`config.mk`:
```
export PLATFORM = sky130hd
export DESIGN_NAME = pac_conv_port
export DESIGN_NICKNAME = d
export VERILOG_FILES = /design/src/pac_pkg.sv /design/src/pac_clk_sel.sv /design/src/pac_conv_port.sv
export SDC_FILE = /design/constraint.sdc
export NUM_CORES = 1
export LEC_CHECK = 0
export BUFFER_PORTS_ARGS = -buffer_cell sky130_fd_sc_hd__buf_4
export CORE_MARGIN = 4
export CORE_UTILIZATION = 50
export CTS_CLUSTER_DIAMETER = 200
export DETAILED_ROUTE_END_ITERATION = 12
export PLACE_DENSITY = 0.69
export SLEW_MARGIN = 25
export SYNTH_ARGS = -nofsm -noshare
export SYNTH_HDL_FRONTEND = slang
export SYNTH_SLANG_ARGS = --single-unit
```
`constraint.sdc`:
```
create_clock -name clk -period 6 [get_ports clk]
set_input_delay 1.2 -clock clk [delete_from_list [all_inputs] [get_ports clk]]
set_output_delay 1.2 -clock clk [all_outputs]
set_load 0.02 [all_outputs]
```
`src/pac_pkg.sv`:
```
package pac_pkg;
    localparam int RES_W        = 10;
    localparam int CLK_HZ       = 50_000_000;
    localparam int CLK_NS       = 20;
    // Longest conversion time in ns, with the cycles it allows
    localparam int CONV_MAX_NS  = 6000;
    localparam int CONV_MAX_CYC = CONV_MAX_NS / CLK_NS;
    // SAR steps: one per bit, none for the latch transfer
    localparam int SAR_STEPS    = RES_W;
    // Switch-over to the external clock: a few microseconds
    localparam int SWITCH_NS    = 4000;
    localparam int SWITCH_CYC   = SWITCH_NS / CLK_NS;
    // Internal conversion clock divider at 50 MHz
    localparam int INT_DIV      = 12;
    // External clock counted as lost after this many quiet cycles
    localparam int EXT_LOST_CYC = 200;
    localparam logic [9:0] CODE_ZERO = 10'h000;
    localparam logic [9:0] CODE_FULL = 10'h3ff;
endpackage : pac_pkg

```
`src/pac_clk_sel.sv`:
```
`timescale 1ns/1ps
// Picks the conversion step rate: the internal divider unless a toggling
// external clock has been seen for long enough.
module pac_clk_sel
    import pac_pkg::*;
(
    input  wire logic clk,
    input  wire logic reset,
    input  wire logic external_clock_input,
    output logic      step_en,
    output logic      ext_active
);
    typedef struct packed {
        logic [7:0]  div;
        logic        ext_d;
        logic [15:0] seen;
        logic [15:0] quiet;
        logic        ext_sel;
    } pac_cs_t;

    pac_cs_t st_r, st_nxt;
    logic    ext_rise;

    always_comb begin
        st_nxt   = st_r;
        st_nxt.ext_d = external_clock_input;
        ext_rise = external_clock_input & ~st_r.ext_d;
        st_nxt.div = (st_r.div == 8'(INT_DIV - 1)) ? 8'h00 : st_r.div + 8'h01;
        if (ext_rise) begin
            st_nxt.quiet = 16'h0000;
        end else if (st_r.quiet != 16'(EXT_LOST_CYC)) begin
            st_nxt.quiet = st_r.quiet + 16'h0001;
        end
        // Switch over only after the external clock toggled for a while
        if (st_r.quiet == 16'(EXT_LOST_CYC)) begin
            st_nxt.seen    = 16'h0000;
            st_nxt.ext_sel = 1'b0;
        end else if (st_r.seen == 16'(SWITCH_CYC)) begin
            st_nxt.ext_sel = 1'b1;
        end else begin
            st_nxt.seen = st_r.seen + 16'h0001;
        end
    end

    always_ff @(posedge clk or posedge reset) begin
        if (reset) begin
            // Idle pin level is high, so no false edge follows reset,
            // and the external clock starts out counted as lost
            st_r       <= '0;
            st_r.ext_d <= 1'b1;
            st_r.quiet <= 16'(EXT_LOST_CYC);
        end else begin
            st_r <= st_nxt;
        end
    end

    // Held-high or floating pin gives no edges, so internal rate stays
    assign step_en    = st_r.ext_sel ? (external_clock_input & ~st_r.ext_d)
                                     : (st_r.div == 8'h00);
    assign ext_active = st_r.ext_sel;

    property p_ext_needs_wait;
        @(posedge clk) disable iff (reset)
        $rose(st_r.ext_sel) |-> $past(st_r.seen) == 16'(SWITCH_CYC);
    endproperty
    a_ext_needs_wait: assert property (p_ext_needs_wait)
        else $error("external clock selected too early");
endmodule : pac_clk_sel

```
`src/pac_conv_port.sv`:
```
`timescale 1ns/1ps
// What this block does
// - Read and write strobes count only while chip select is low.
// - A selected write strobe rising edge starts a conversion.
// - That edge puts the sampler in hold until the conversion ends.
// - Outside a conversion the sampler tracks.
// - Done falls only after the result is in the output latch.
// - The output latch loads when done falls and holds until the next fall.
// - The result bus is driven only while select and read are low.
// - A selected read falling edge returns done high.
// - Bus bit 0 is the LSB and bit 9 the MSB of the 10-bit result.
// - A clock on the external input times the conversion instead.
// - Switch-over to the external clock takes a few microseconds.
// - Inputs at or past the references give all ones or all zeros.
// - With the internal clock, a conversion completes within 6 us of its start.
// - Once holding, conversion proceeds with no further bus action.
module pac_conv_port
    import pac_pkg::*;
#(
    parameter int RW = RES_W
)(
    input  wire logic          clk,
    input  wire logic          reset,
    input  wire logic          cs_n,
    input  wire logic          wr_n,
    input  wire logic          rd_n,
    input  wire logic          external_clock_input,
    // Comparator answer: analog_input above the trial level
    input  wire logic          cmp_above,
    input  wire logic          ref_high_hit,
    input  wire logic          ref_low_hit,
    output logic [RW-1:0]      trial_code,
    output logic               sample_hold,
    output logic [RW-1:0]      result_o,
    output logic [RW-1:0]      result_oe,
    output logic               done_n,
    output logic               ext_active
);
    ////////////////////////////////////////////////////////////////
    typedef enum logic [1:0] {PAC_TRACK, PAC_CONV, PAC_LOAD} pac_state_t;

    typedef struct packed {
        pac_state_t    state;
        logic          wr_d;
        logic          rd_d;
        logic [RW-1:0] sar;
        logic [RW-1:0] bitm;
        logic [RW-1:0] latch;
        logic [RW-1:0] dout;
        logic          done_n;
        logic [15:0]   age;
    } pac_port_t;

    pac_port_t st_r, st_nxt;
    logic      step_en;
    logic      wr_rise;
    logic      rd_fall;
    logic      sel_read;

    pac_clk_sel u_clk_sel (
        .clk                  (clk),
        .reset                (reset),
        .external_clock_input (external_clock_input),
        .step_en              (step_en),
        .ext_active           (ext_active)
    );

    ////////////////////////////////////////////////////////////////
    always_comb begin
        st_nxt   = st_r;
        st_nxt.wr_d = wr_n;
        st_nxt.rd_d = rd_n;
        wr_rise  = ~cs_n & wr_n & ~st_r.wr_d;
        rd_fall  = ~cs_n & ~rd_n & st_r.rd_d;
        sel_read = ~cs_n & ~rd_n;
        if (rd_fall) begin
            st_nxt.done_n = 1'b1;
        end
        unique case (st_r.state)
            PAC_TRACK: begin
                st_nxt.age = 16'h0000;
            end
            PAC_CONV: begin
                st_nxt.age = st_r.age + 16'h0001;
                if (step_en) begin
                    if (cmp_above) begin
                        st_nxt.sar = st_r.sar | st_r.bitm;
                    end else begin
                        st_nxt.sar = st_r.sar & ~st_r.bitm;
                    end
                    st_nxt.bitm = st_r.bitm >> 1;
                    if (st_r.bitm[0]) begin
                        st_nxt.state = PAC_LOAD;
                    end
                end
            end
            PAC_LOAD: begin
                if (!st_r.done_n) begin
                    // Unread result: raise done for one cycle so that
                    // the new result still gets its own falling edge
                    st_nxt.done_n = 1'b1;
                end else begin
                    // Clamp at the references, then latch as done falls
                    if (ref_high_hit) begin
                        st_nxt.latch = CODE_FULL;
                    end else if (ref_low_hit) begin
                        st_nxt.latch = CODE_ZERO;
                    end else begin
                        st_nxt.latch = st_r.sar;
                    end
                    st_nxt.done_n = 1'b0;
                    st_nxt.state  = PAC_TRACK;
                end
            end
        endcase
        // A new start aborts any conversion in flight
        if (wr_rise) begin
            st_nxt.state = PAC_CONV;
            st_nxt.sar   = '0;
            st_nxt.bitm  = {1'b1, {(RW-1){1'b0}}};
            st_nxt.age   = 16'h0000;
        end
        // Data out reg follows the latch; only changes at done fall
        st_nxt.dout = st_nxt.latch;
    end

    always_ff @(posedge clk or posedge reset) begin
        if (reset) begin
            st_r        <= '0;
            st_r.wr_d   <= 1'b1;
            st_r.rd_d   <= 1'b1;
            st_r.done_n <= 1'b1;
            st_r.state  <= PAC_TRACK;
        end else begin
            st_r <= st_nxt;
        end
    end

    ////////////////////////////////////////////////////////////////
    // Trial code: current SAR bits plus the bit under test
    assign trial_code  = st_r.sar | st_r.bitm;
    assign sample_hold = (st_r.state != PAC_TRACK);
    assign result_o    = st_r.dout;
    assign result_oe   = {RW{sel_read}};
    assign done_n      = st_r.done_n;

    ////////////////////////////////////////////////////////////////
    property p_hold_on_start;
        @(posedge clk) disable iff (reset)
        (~cs_n & wr_n & ~st_r.wr_d) |=> sample_hold;
    endproperty
    a_hold_on_start: assert property (p_hold_on_start)
        else $error("sampler not holding after start");

    property p_ignore_unselected;
        @(posedge clk) disable iff (reset)
        (cs_n && !sample_hold) |=> !sample_hold;
    endproperty
    a_ignore_unselected: assert property (p_ignore_unselected)
        else $error("conversion started without chip select");

    property p_latch_before_done;
        @(posedge clk) disable iff (reset)
        $fell(done_n) |-> $past(st_r.state) == PAC_LOAD
            && result_o == st_r.latch
            && (!sample_hold || $past(wr_rise));
    endproperty
    a_latch_before_done: assert property (p_latch_before_done)
        else $error("done fell before latch update");

    property p_latch_stable;
        @(posedge clk) disable iff (reset)
        !$fell(done_n) |-> $stable(st_r.latch);
    endproperty
    a_latch_stable: assert property (p_latch_stable)
        else $error("output latch changed without done falling");

    property p_bus_drive;
        @(posedge clk) disable iff (reset)
        (result_oe != '0) == (!cs_n && !rd_n);
    endproperty
    a_bus_drive: assert property (p_bus_drive)
        else $error("bus drive outside a selected read");

    property p_read_clears_done;
        @(posedge clk) disable iff (reset)
        // A completion in the same cycle wins over the read
        (!cs_n && !rd_n && st_r.rd_d && st_r.state != PAC_LOAD) |=> done_n;
    endproperty
    a_read_clears_done: assert property (p_read_clears_done)
        else $error("done not cleared by read");

    property p_conv_time;
        @(posedge clk) disable iff (reset)
        ext_active == 1'b0 |-> st_r.age <= 16'(CONV_MAX_CYC);
    endproperty
    a_conv_time: assert property (p_conv_time)
        else $error("conversion exceeded its time limit");

    property p_track_idle;
        @(posedge clk) disable iff (reset)
        $fell(sample_hold) |-> $past(st_r.state) == PAC_LOAD;
    endproperty
    a_track_idle: assert property (p_track_idle)
        else $error("sampler released without finishing");

    property p_done_stands;
        @(posedge clk) disable iff (reset)
        (!done_n && !rd_fall && st_r.state != PAC_LOAD) |=> !done_n;
    endproperty
    a_done_stands: assert property (p_done_stands)
        else $error("done returned high without a read");

    property p_track_until_start;
        @(posedge clk) disable iff (reset)
        (!sample_hold && !wr_rise) |=> !sample_hold;
    endproperty
    a_track_until_start: assert property (p_track_until_start)
        else $error("sampler held without a start");

    property p_step_only_on_enable;
        @(posedge clk) disable iff (reset)
        (st_r.state == PAC_CONV && !step_en && !wr_rise)
            |=> $stable(st_r.sar) && $stable(st_r.bitm);
    endproperty
    a_step_only_on_enable: assert property (p_step_only_on_enable)
        else $error("approximation stepped without a step enable");

    property p_clamp_high;
        @(posedge clk) disable iff (reset)
        (st_r.state == PAC_LOAD && st_r.done_n && ref_high_hit)
            |=> result_o == CODE_FULL;
    endproperty
    a_clamp_high: assert property (p_clamp_high)
        else $error("input above the high reference not clamped");
endmodule : pac_conv_port

```
---- Word-level counts from Yosys, hierarchy flattened ----
Index checks and enable logic that the tools add are counted.
word-level totals
  word-level logic and storage cells ...... 70
  flip-flop bits (word level) ............. 77
  output and inout bits ................... 33
  input bits .............................. 9
cells by class
  equality and inequality tests ........... 10
  reductions and logical operators ........ 11
  bitwise gates (word level) .............. 12
  add/subtract/negate cells ............... 3
  muxes and demuxes ....................... 22
operators with widths
  cell                     count
  $mux W16                 4
  $mux W20                 3
  $add A16 B1 Y16 const B  2
  $eq A16 B8 Y1 const B    2
  $mux W10                 3
  $ne A16 B8 Y1 const B    1
  $reduce_bool A2 Y1       6
  $and A10 B10 Y10         1
  $not A10 Y10             1
  $or A10 B10 Y10          1
  $ne A3 B3 Y1 const B     3
  $add A8 B1 Y8 const B    1
  $eq A8 B4 Y1 const B     1
  $logic_not A8 Y1         1
  $mux W2                  4
  $mux W8                  1
  $mux W1                  6
  $and A1 B1 Y1            5
  $not A1 Y1               4
  $pmux W2 S2              1
  $reduce_and A2 Y1        2
  $reduce_and A4 Y1        1
  $reduce_bool A3 Y1       1
  $eq A2 B1 Y1 const B     1
  2 further kinds          2

---- Depth between registers and ports, before layout ----
Gate-level depths: netlist of run 1.
  depth in word-level cells ............... 6
  depth in mapped cells ................... 7
  gate-level depth less buffers ........... 6

---- Cells and area by module ----
Synthesis of run 1 repeated with hierarchy kept, for this count alone.
second synthesis, totals
  cells, all modules ...................... 385
  area total of the unflattened synthesis .. 3833.7 um^2
by module, submodules not included
  module         cells each  instances  area an instance (um^2)
  pac_clk_sel    214         1          2127.0
  pac_conv_port  171         1          1706.6

---- Least setup slack after synthesis of run 1 ----
No wires, ideal clock.
  path kind ............................... input-to-output
  start point ............................. input cs_n
  end point ............................... output result_oe[0]
  arrival time ............................ 1.819 ns
  required time ........................... 4.800 ns
  path slack .............................. 2.981 ns
  cell stages on the path ................. 2
  cells stage by stage .................... nor2_1 buf_4
on the way
  word-level cells in the longest chain between the ends .. 2
ends and longest elaborated chain
  element             line                 RTL
  start: declaration  pac_conv_port.sv:24  input wire logic cs_n,
  $not A1 Y1          pac_conv_port.sv:75  sel_read = ~cs_n & ~rd_n;
  $and A1 B1 Y1       pac_conv_port.sv:75
  end: declaration    pac_conv_port.sv:35  output logic [RW-1:0] result_oe,
No other way between the ends.

---- Worst setup path after layout of run 1 ----
  start point ............................. input cs_n
  end point ............................... output result_oe[7]
The elaborated chain is that of the path after synthesis.

==> run summary, run 1 <==
Number of vias per cell: 5.30
Pwr Total: 1.22 mW
Initial Util: 51.6%
Number of buffers added on ports: 41
Synth Area in Simple Gates: 21.3%
Crit-path slowest cell: nor2_1
Resized cells post-CTS: 0
Number of global-route vias before repair: 2579
Design Area, Final: 4210 sq um
CP endpoint kind: primary output
Detailed-route DRC error count: 0
DP Area: 4010 sq um
Synth warn: 0
Layout cells sized above 1: 20.5%
CP delay by family, top: simple AND/OR/NAND/NOR gates
Placed insts: 487
Routed wire per std cell: 13.9 um
Final hold vios: 0
Clock-pin slew on the worst setup and hold paths: 90 ps
Setup TNS: 0 ps
TritonCTS buffer count: 9
Hold path depth: 1
Fin nets: 414
EDFF count, synth: 0
Root buffer cell: clkbuf_8
Final ANT Viol Nets: 0
Min Clock Period, post-route: 3240 ps
Clk Latency, worst-skew pair: 350 ps
Least-Margin Pin Slew: 972 ps
Drt pass-1 iters: 5
Setup crit start kind: primary input
Critical setup path kind: in2out
CTS Hold Bufs: 0
1st-iter DRT viols: 153
Pin count of the biggest net entering global routing: 51
Max-slew violations: 0
Final setup viols: 0
Final hold slack: 489 ps
Status: finished, final reports clean
H-tree depth: 3
Sequential share of the synthesized area: 51.4%
Netlist Area Pre-Place: 3770 sq um
Setup Skew: 11.4 ps
Area grow syn2layout: 11.7%
Initial antenna violation count: 0
Mapped Cells: 379
Final wirelength: 6990 um
Crit path arrival time: 2040 ps
Max incr delay on CP: 470 ps
Total number of vias: 2668
Die ar.: 8990 sq um
R2R cell count: 6
CTS max path bufs: 2
Fillcell total: 671
Crit share post-route: 54.0%
Synth Flop Type: dfrtp_1
Most frequent CP cell: buf_4
Largest family of logic cells by synthesized area: simple AND/OR/NAND/NOR gates
Ant. Diodes: 0
GPL Wtd Cong: 0.831
Non-filler instance count after layout: 503
Library cells used by synthesis: 43
Worst Path Required: 4800 ps
Adder-cell share of the synthesized area: 1.99%
Row count: 31
Post-synthesis mux area share: 3.49%
Critical path buffers and inverters: 2
Final core utilization: 57.7%
Critical-path maximum fanout: 11
Critical Path Stages: 3
Worst Hold Class: reg2reg
Syn avg cell area: 9.94 sq um
I/O Pins: 42
Final setup margin: 2760 ps
Max cap viols: 0
Post-CTS Setup Bufs: 0
Worst slew margin: 35.2%
Static Leak: 2.05 nW
Ys async rst share: 100%
Clk sink count: 77
Crit-path cells: buf_4, nor2_1, buf_4
PwrDens: 289 nW/um^2
Horiz. Die Dim: 94.8 um
Synth Register Bits: 77
Fmax: 309 MHz
VDD IR max: 0.138 mV
Net Count, Synth: 394
Compound-Gate Fraction of Synth Area: 9.10%
Xor/xnor share of the synthesized area: 6.05%
Global route overflow: 0
RSZ-0062 raised after global routing: false
Die span in y: 94.8 um
Dpl hpwl: 4770 um
CTS tree: built
Pre-CTS setup slack: 2750 ps
Global-route wire length before repair: 12200 um
Gr usage total: 17.1%
Core area: 7290 sq um
-- metal layers --
metal  vias to the layer above  global-route usage [%]  wire length (um)
li1                       1329                       -                 -
met1                      1280                    23.9              3390
met2                        49                    26.3              3270
met3                        10                    3.11               226
met4                         0                    6.49               109
met5                         -                       0                 0
-- registers in the layout, summed over array words and instances (netlist names) --
name	count
done_n	1
result_o	10
st_r	24
u_clk_sel.ext_active	1
u_clk_sel.st_r	41
-- cells in the final DEF, fill, tap and decap left out, types with 4 or more instances in the layout --
master     n
and4_1     5
nor2b_1    4
mux2i_1   12
or2_2     11
inv_1      8
or3_1      5
nand3_1   26
o21ai_0    7
inv_6      4
xor2_1    23
buf_4     44
clkbuf_8   9
dfstp_2    7
nor2_1    27
ha_1       6
dfrtp_1   70
a21oi_1   31
nand2b_1   4
nand2_1   31
o21ai_1   21
nand4_1   10
-- cell families (layout without fill, tap and decap cells) --
logic type / count (synthesis) / in the layout
and+or+nand+nor: 147 / 147
DFF: 77 / 77
AOI/OAI and AO/OA: 65 / 65
buffers and inverters: 45 / 70
xor gates and xnor gates: 26 / 26
muxes: 13 / 13
adders and majority gates: 6 / 6
-- path summary, 6_finish.rpt --
kind / startpoint / end / slack [ps]
max: cs_n / result_oe[7] / 2760
min: u_clk_sel.st_r[34]$_DFF_PP0_ / u_clk_sel.st_r[34]$_DFF_PP0_ / 490
max reg2reg: u_clk_sel.st_r[34]$_DFF_PP0_ / st_r[45]$_DFFE_PP0P_ / 3950
min reg2reg: u_clk_sel.st_r[34]$_DFF_PP0_ / u_clk_sel.st_r[34]$_DFF_PP0_ / 490
max in group asynchronous: reset / st_r[46]$_DFFE_PP0P_ / 4050
min in group asynchronous: reset / result_o[8]$_DFFE_PP0P_ / 910
-- power breakdown --
group | switching [mW] | leakage [nW] | internal [mW]
Combinational | 0.105 | 0.958 | 0.0825
Clock | 0.207 | 0.101 | 0.197
Sequential | 0.0509 | 0.988 | 0.573
Total | 0.363 | 2.05 | 0.853
-- synthesized netlist by cell type, types with 6 or more instances --
library cell | number | area share [%]
nor2_1 | 27 | 2.7
nand2_1 | 31 | 3.1
nand3_1 | 26 | 3.5
clkbuf_1 | 7 | 0.70
a21oi_1 | 31 | 4.1
inv_1 | 9 | 0.90
o21ai_1 | 21 | 2.8
or2_2 | 11 | 1.8
o21ai_0 | 7 | 0.93
xor2_1 | 23 | 5.3
ha_1 | 6 | 2.0
nand4_1 | 10 | 1.7
buf_4 | 21 | 4.2
dfstp_2 | 7 | 4.9
mux2i_1 | 12 | 3.2
dfrtp_1 | 70 | 47
-- cell type report --
type                       instances  area [sq um]  share of cell area (%)
clock inverter                     7          77.6                    1.84
inverter                          10          37.5                   0.892
clock buffer                       9           124                    2.94
sequential                        77          1940                    46.0
tap                               99           124                    2.94
multi-input combinational        257          1580                    37.5
timing repair buffer              44           330                    7.85
(Power assumes the default switching activity.)
==> run 2, diff against run 1 <==
--- a/config.mk
+++ b/config.mk
@@ -10,7 +10,7 @@
 export CORE_UTILIZATION = 50
 export CTS_CLUSTER_DIAMETER = 200
 export DETAILED_ROUTE_END_ITERATION = 12
-export PLACE_DENSITY = 0.69
+export PLACE_DENSITY = 0.71
 export SLEW_MARGIN = 25
 export SYNTH_ARGS = -nofsm -noshare
 export SYNTH_HDL_FRONTEND = slang
==> constraint.sdc (replaced) <==
create_clock -name clk -period 2.7 [get_ports clk]
set_input_delay 0.54 -clock clk [delete_from_list [all_inputs] [get_ports clk]]
set_output_delay 0.54 -clock clk [all_outputs]
set_load 0.02 [all_outputs]
==> run 2 against run 1 <==
Against the previous run: critical path depth grew 3; setup slack lost 2100 ps; routed wire length grew 3.0%; sequential power grew 120%; power grew 140%; critical path type is now reg2reg; largest cell class unchanged.
==> run summary, run 2 (same netlist as run 1, synthesis figures left out) <==
Final wirelength: 7200 um (+3.0%)
Setup crit start kind: register
GPL Wtd Cong: 0.787 (-5.3%)
Commonest non-fill, non-tap cell in the layout: dfrtp_1
TritonCTS buffer count: 9 (unchanged)
NetSw: 0.794 mW (+120%)
Pint: 2.08 mW (+140%)
Clk sink count: 77 (unchanged)
CTS Hold Bufs: 0 (unchanged)
Max cap viols: 0 (unchanged)
Number of vias per cell: 5.42 (+2.2%)
Sequential Power Share: 48.4% (-2.9 points)
Crit share post-route: 76.1%
Number of buffers added on ports: 41 (unchanged)
Least-Margin Pin Slew: 954 ps (-17.5 ps)
Die span in y: 94.8 um (unchanged)
Worst Path Required: 2970 ps (-1830 ps)
Initial antenna violation count: 0 (unchanged)
Drt pass-1 iters: 4 (-1)
Post-CTS Setup Bufs: 0 (unchanged)
Fillcell total: 642 (-4.3%)
Die ar.: 8990 sq um (unchanged)
Fin nets: 415 (+0.24%)
Resized cells post-CTS: 0 (unchanged)
Max-slew violations: 0 (unchanged)
Gr usage total: 17.3% (+0.23 points)
Pre-CTS setup slack: 648 ps (-2100 ps)
CP endpoint kind: register
Status: finished, final reports clean
Logic pwr share: 14.7% (-0.7 points)
Setup TNS: 0 ps (unchanged)
Final setup viols: 0 (unchanged)
Largest register by flop count: u_clk_sel.st_r
Worst Hold Class: in2async
CTS max path bufs: 2 (unchanged)
Crit path arrival time: 2320 ps (+280 ps)
Clock power frac: 36.9% (+3.7 points)
Core area: 7290 sq um (unchanged)
Critical-path maximum fanout: 11 (unchanged)
Final hold slack: 281 ps (-208 ps)
Clk Latency, worst-skew pair: 340 ps (about the same)
Ant. Diodes: 0 (unchanged)
Layout cells sized above 1: 20.7% (+0.20 points)
Initial Util: 51.6% (unchanged)
Total number of vias: 2733 (+2.4%)
CTS tree: built
Final setup margin: 644 ps (-2120 ps)
Worst slew margin: 36.4% (+1.2 points)
Dpl hpwl: 4870 um (+2.1%)
Setup Skew: 11.1 ps (-0.302 ps)
1st-iter DRT viols: 140 (-8.5%)
Fmax: 486 MHz
Min Clock Period, post-route: 2060 ps
Critical setup path kind: reg2reg
Detailed-route DRC error count: 0 (unchanged)
PwrDens: 673 nW/um^2 (+130%)
Switching fraction of total power: 27.6% (-2.2 points)
Global route overflow: 0 (unchanged)
Horiz. Die Dim: 94.8 um (unchanged)
Most frequent cells in the layout: 70 x dfrtp_1, 44 x buf_4, 31 x a21oi_1, 31 x nand2_1, 27 x nor2_1
Final ANT Viol Nets: 0 (unchanged)
Max reg flops: 41 (unchanged)
Clock-pin slew on the worst setup and hold paths: 80 ps (about the same)
Routed wire per std cell: 14.3 um (+2.8%)
Number of global-route vias before repair: 2679 (+3.9%)
Pin count of the biggest net entering global routing: 49 (-3.9%)
Final hold vios: 0 (unchanged)
RSZ-0062 raised after global routing: false
Root buffer cell: clkbuf_8
Row count: 31 (unchanged)
H-tree depth: 3 (unchanged)
Area grow syn2layout: 13.4%
I/O Pins: 42 (unchanged)
Global-route wire length before repair: 12300 um (+1.5%)
Static Leak: 2.07 nW (+1.2%)
VDD IR max: 0.344 mV (+150%)
run 2: metrics by stage:
| step | std cells | utilization [%] | cell area (sq um) | total power [mW] |
|---|---|---|---|---|
| floorplan | 379 | - | 3770 | 1.73 |
| global placement | 488 | 55.2 | 4030 | 1.82 |
| detailed placement | 488 | 55.2 | 4030 | 1.84 |
| CTS | 504 | 58.6 | 4270 | 2.91 |
| global route | 504 | 58.6 | 4270 | 3.02 |
| finish | 504 | 58.6 | 4270 | 2.87 |
run 2: final timing paths:
| check | slack (ps) | end | depth (start not counted) | startpoint |
|---|---|---|---|---|
| hold reg to reg | 490 | result_o[2]$_DFFE_PP0P_ | 2 | result_o[2]$_DFFE_PP0P_ |
| hold / removal | 280 | u_clk_sel.st_r[29]$_DFFE_PP0P_ | 2 | reset |
| setup / recovery | 640 | st_r[45]$_DFFE_PP0P_ | 6 | u_clk_sel.st_r[34]$_DFF_PP0_ |
| min in group clk | 310 | u_clk_sel.st_r[33]$_DFF_PP1_ | 1 | external_clock_input |
| max in group asynchronous | 1700 | u_clk_sel.st_r[4]$_DFFE_PP1P_ | 3 | reset |
| setup reg to reg | 640 | st_r[45]$_DFFE_PP0P_ | 6 | u_clk_sel.st_r[34]$_DFF_PP0_ |
run 2: cell type report:
cell class	count	area, sq um	area share (%)
multi-input combinational	257	1580	36.9
timing repair buffer	45	350	8.20
sequential	77	1940	45.3
inverter	10	37.5	0.879
clock buffer	9	124	2.90
clock inverter	7	123	2.87
tap	99	124	2.90
run 2: critical path, cell delays in order (launching register included):
cell	delay, ps
dfrtp_1	400
inv_1	60
ha_1	180
nor2b_1	130
a32oi_1	790
o21ai_0	230
a21oi_1	180
run 2: power groups by stage:
stage          clock network (mW)  registers (mW)  logic (mW)
2_1_floorplan                   0            1.38       0.353
3_3_place_gp                    0            1.40       0.414
3_5_place_dp                    0            1.41       0.425
4_1_cts                      1.09            1.39       0.429
5_1_grt                      1.14            1.41       0.471
6_report                     1.06            1.39       0.421
run 2: metal layers:
metal / track usage (%) / share of wire (%) / vias up
li1: - / - / 1334
met4: 6.85 / 1.1 / 0
met5: 0 / 0 / -
met3: 3.19 / 3.5 / 6
met2: 27.4 / 49 / 45
met1: 23.4 / 47 / 1348
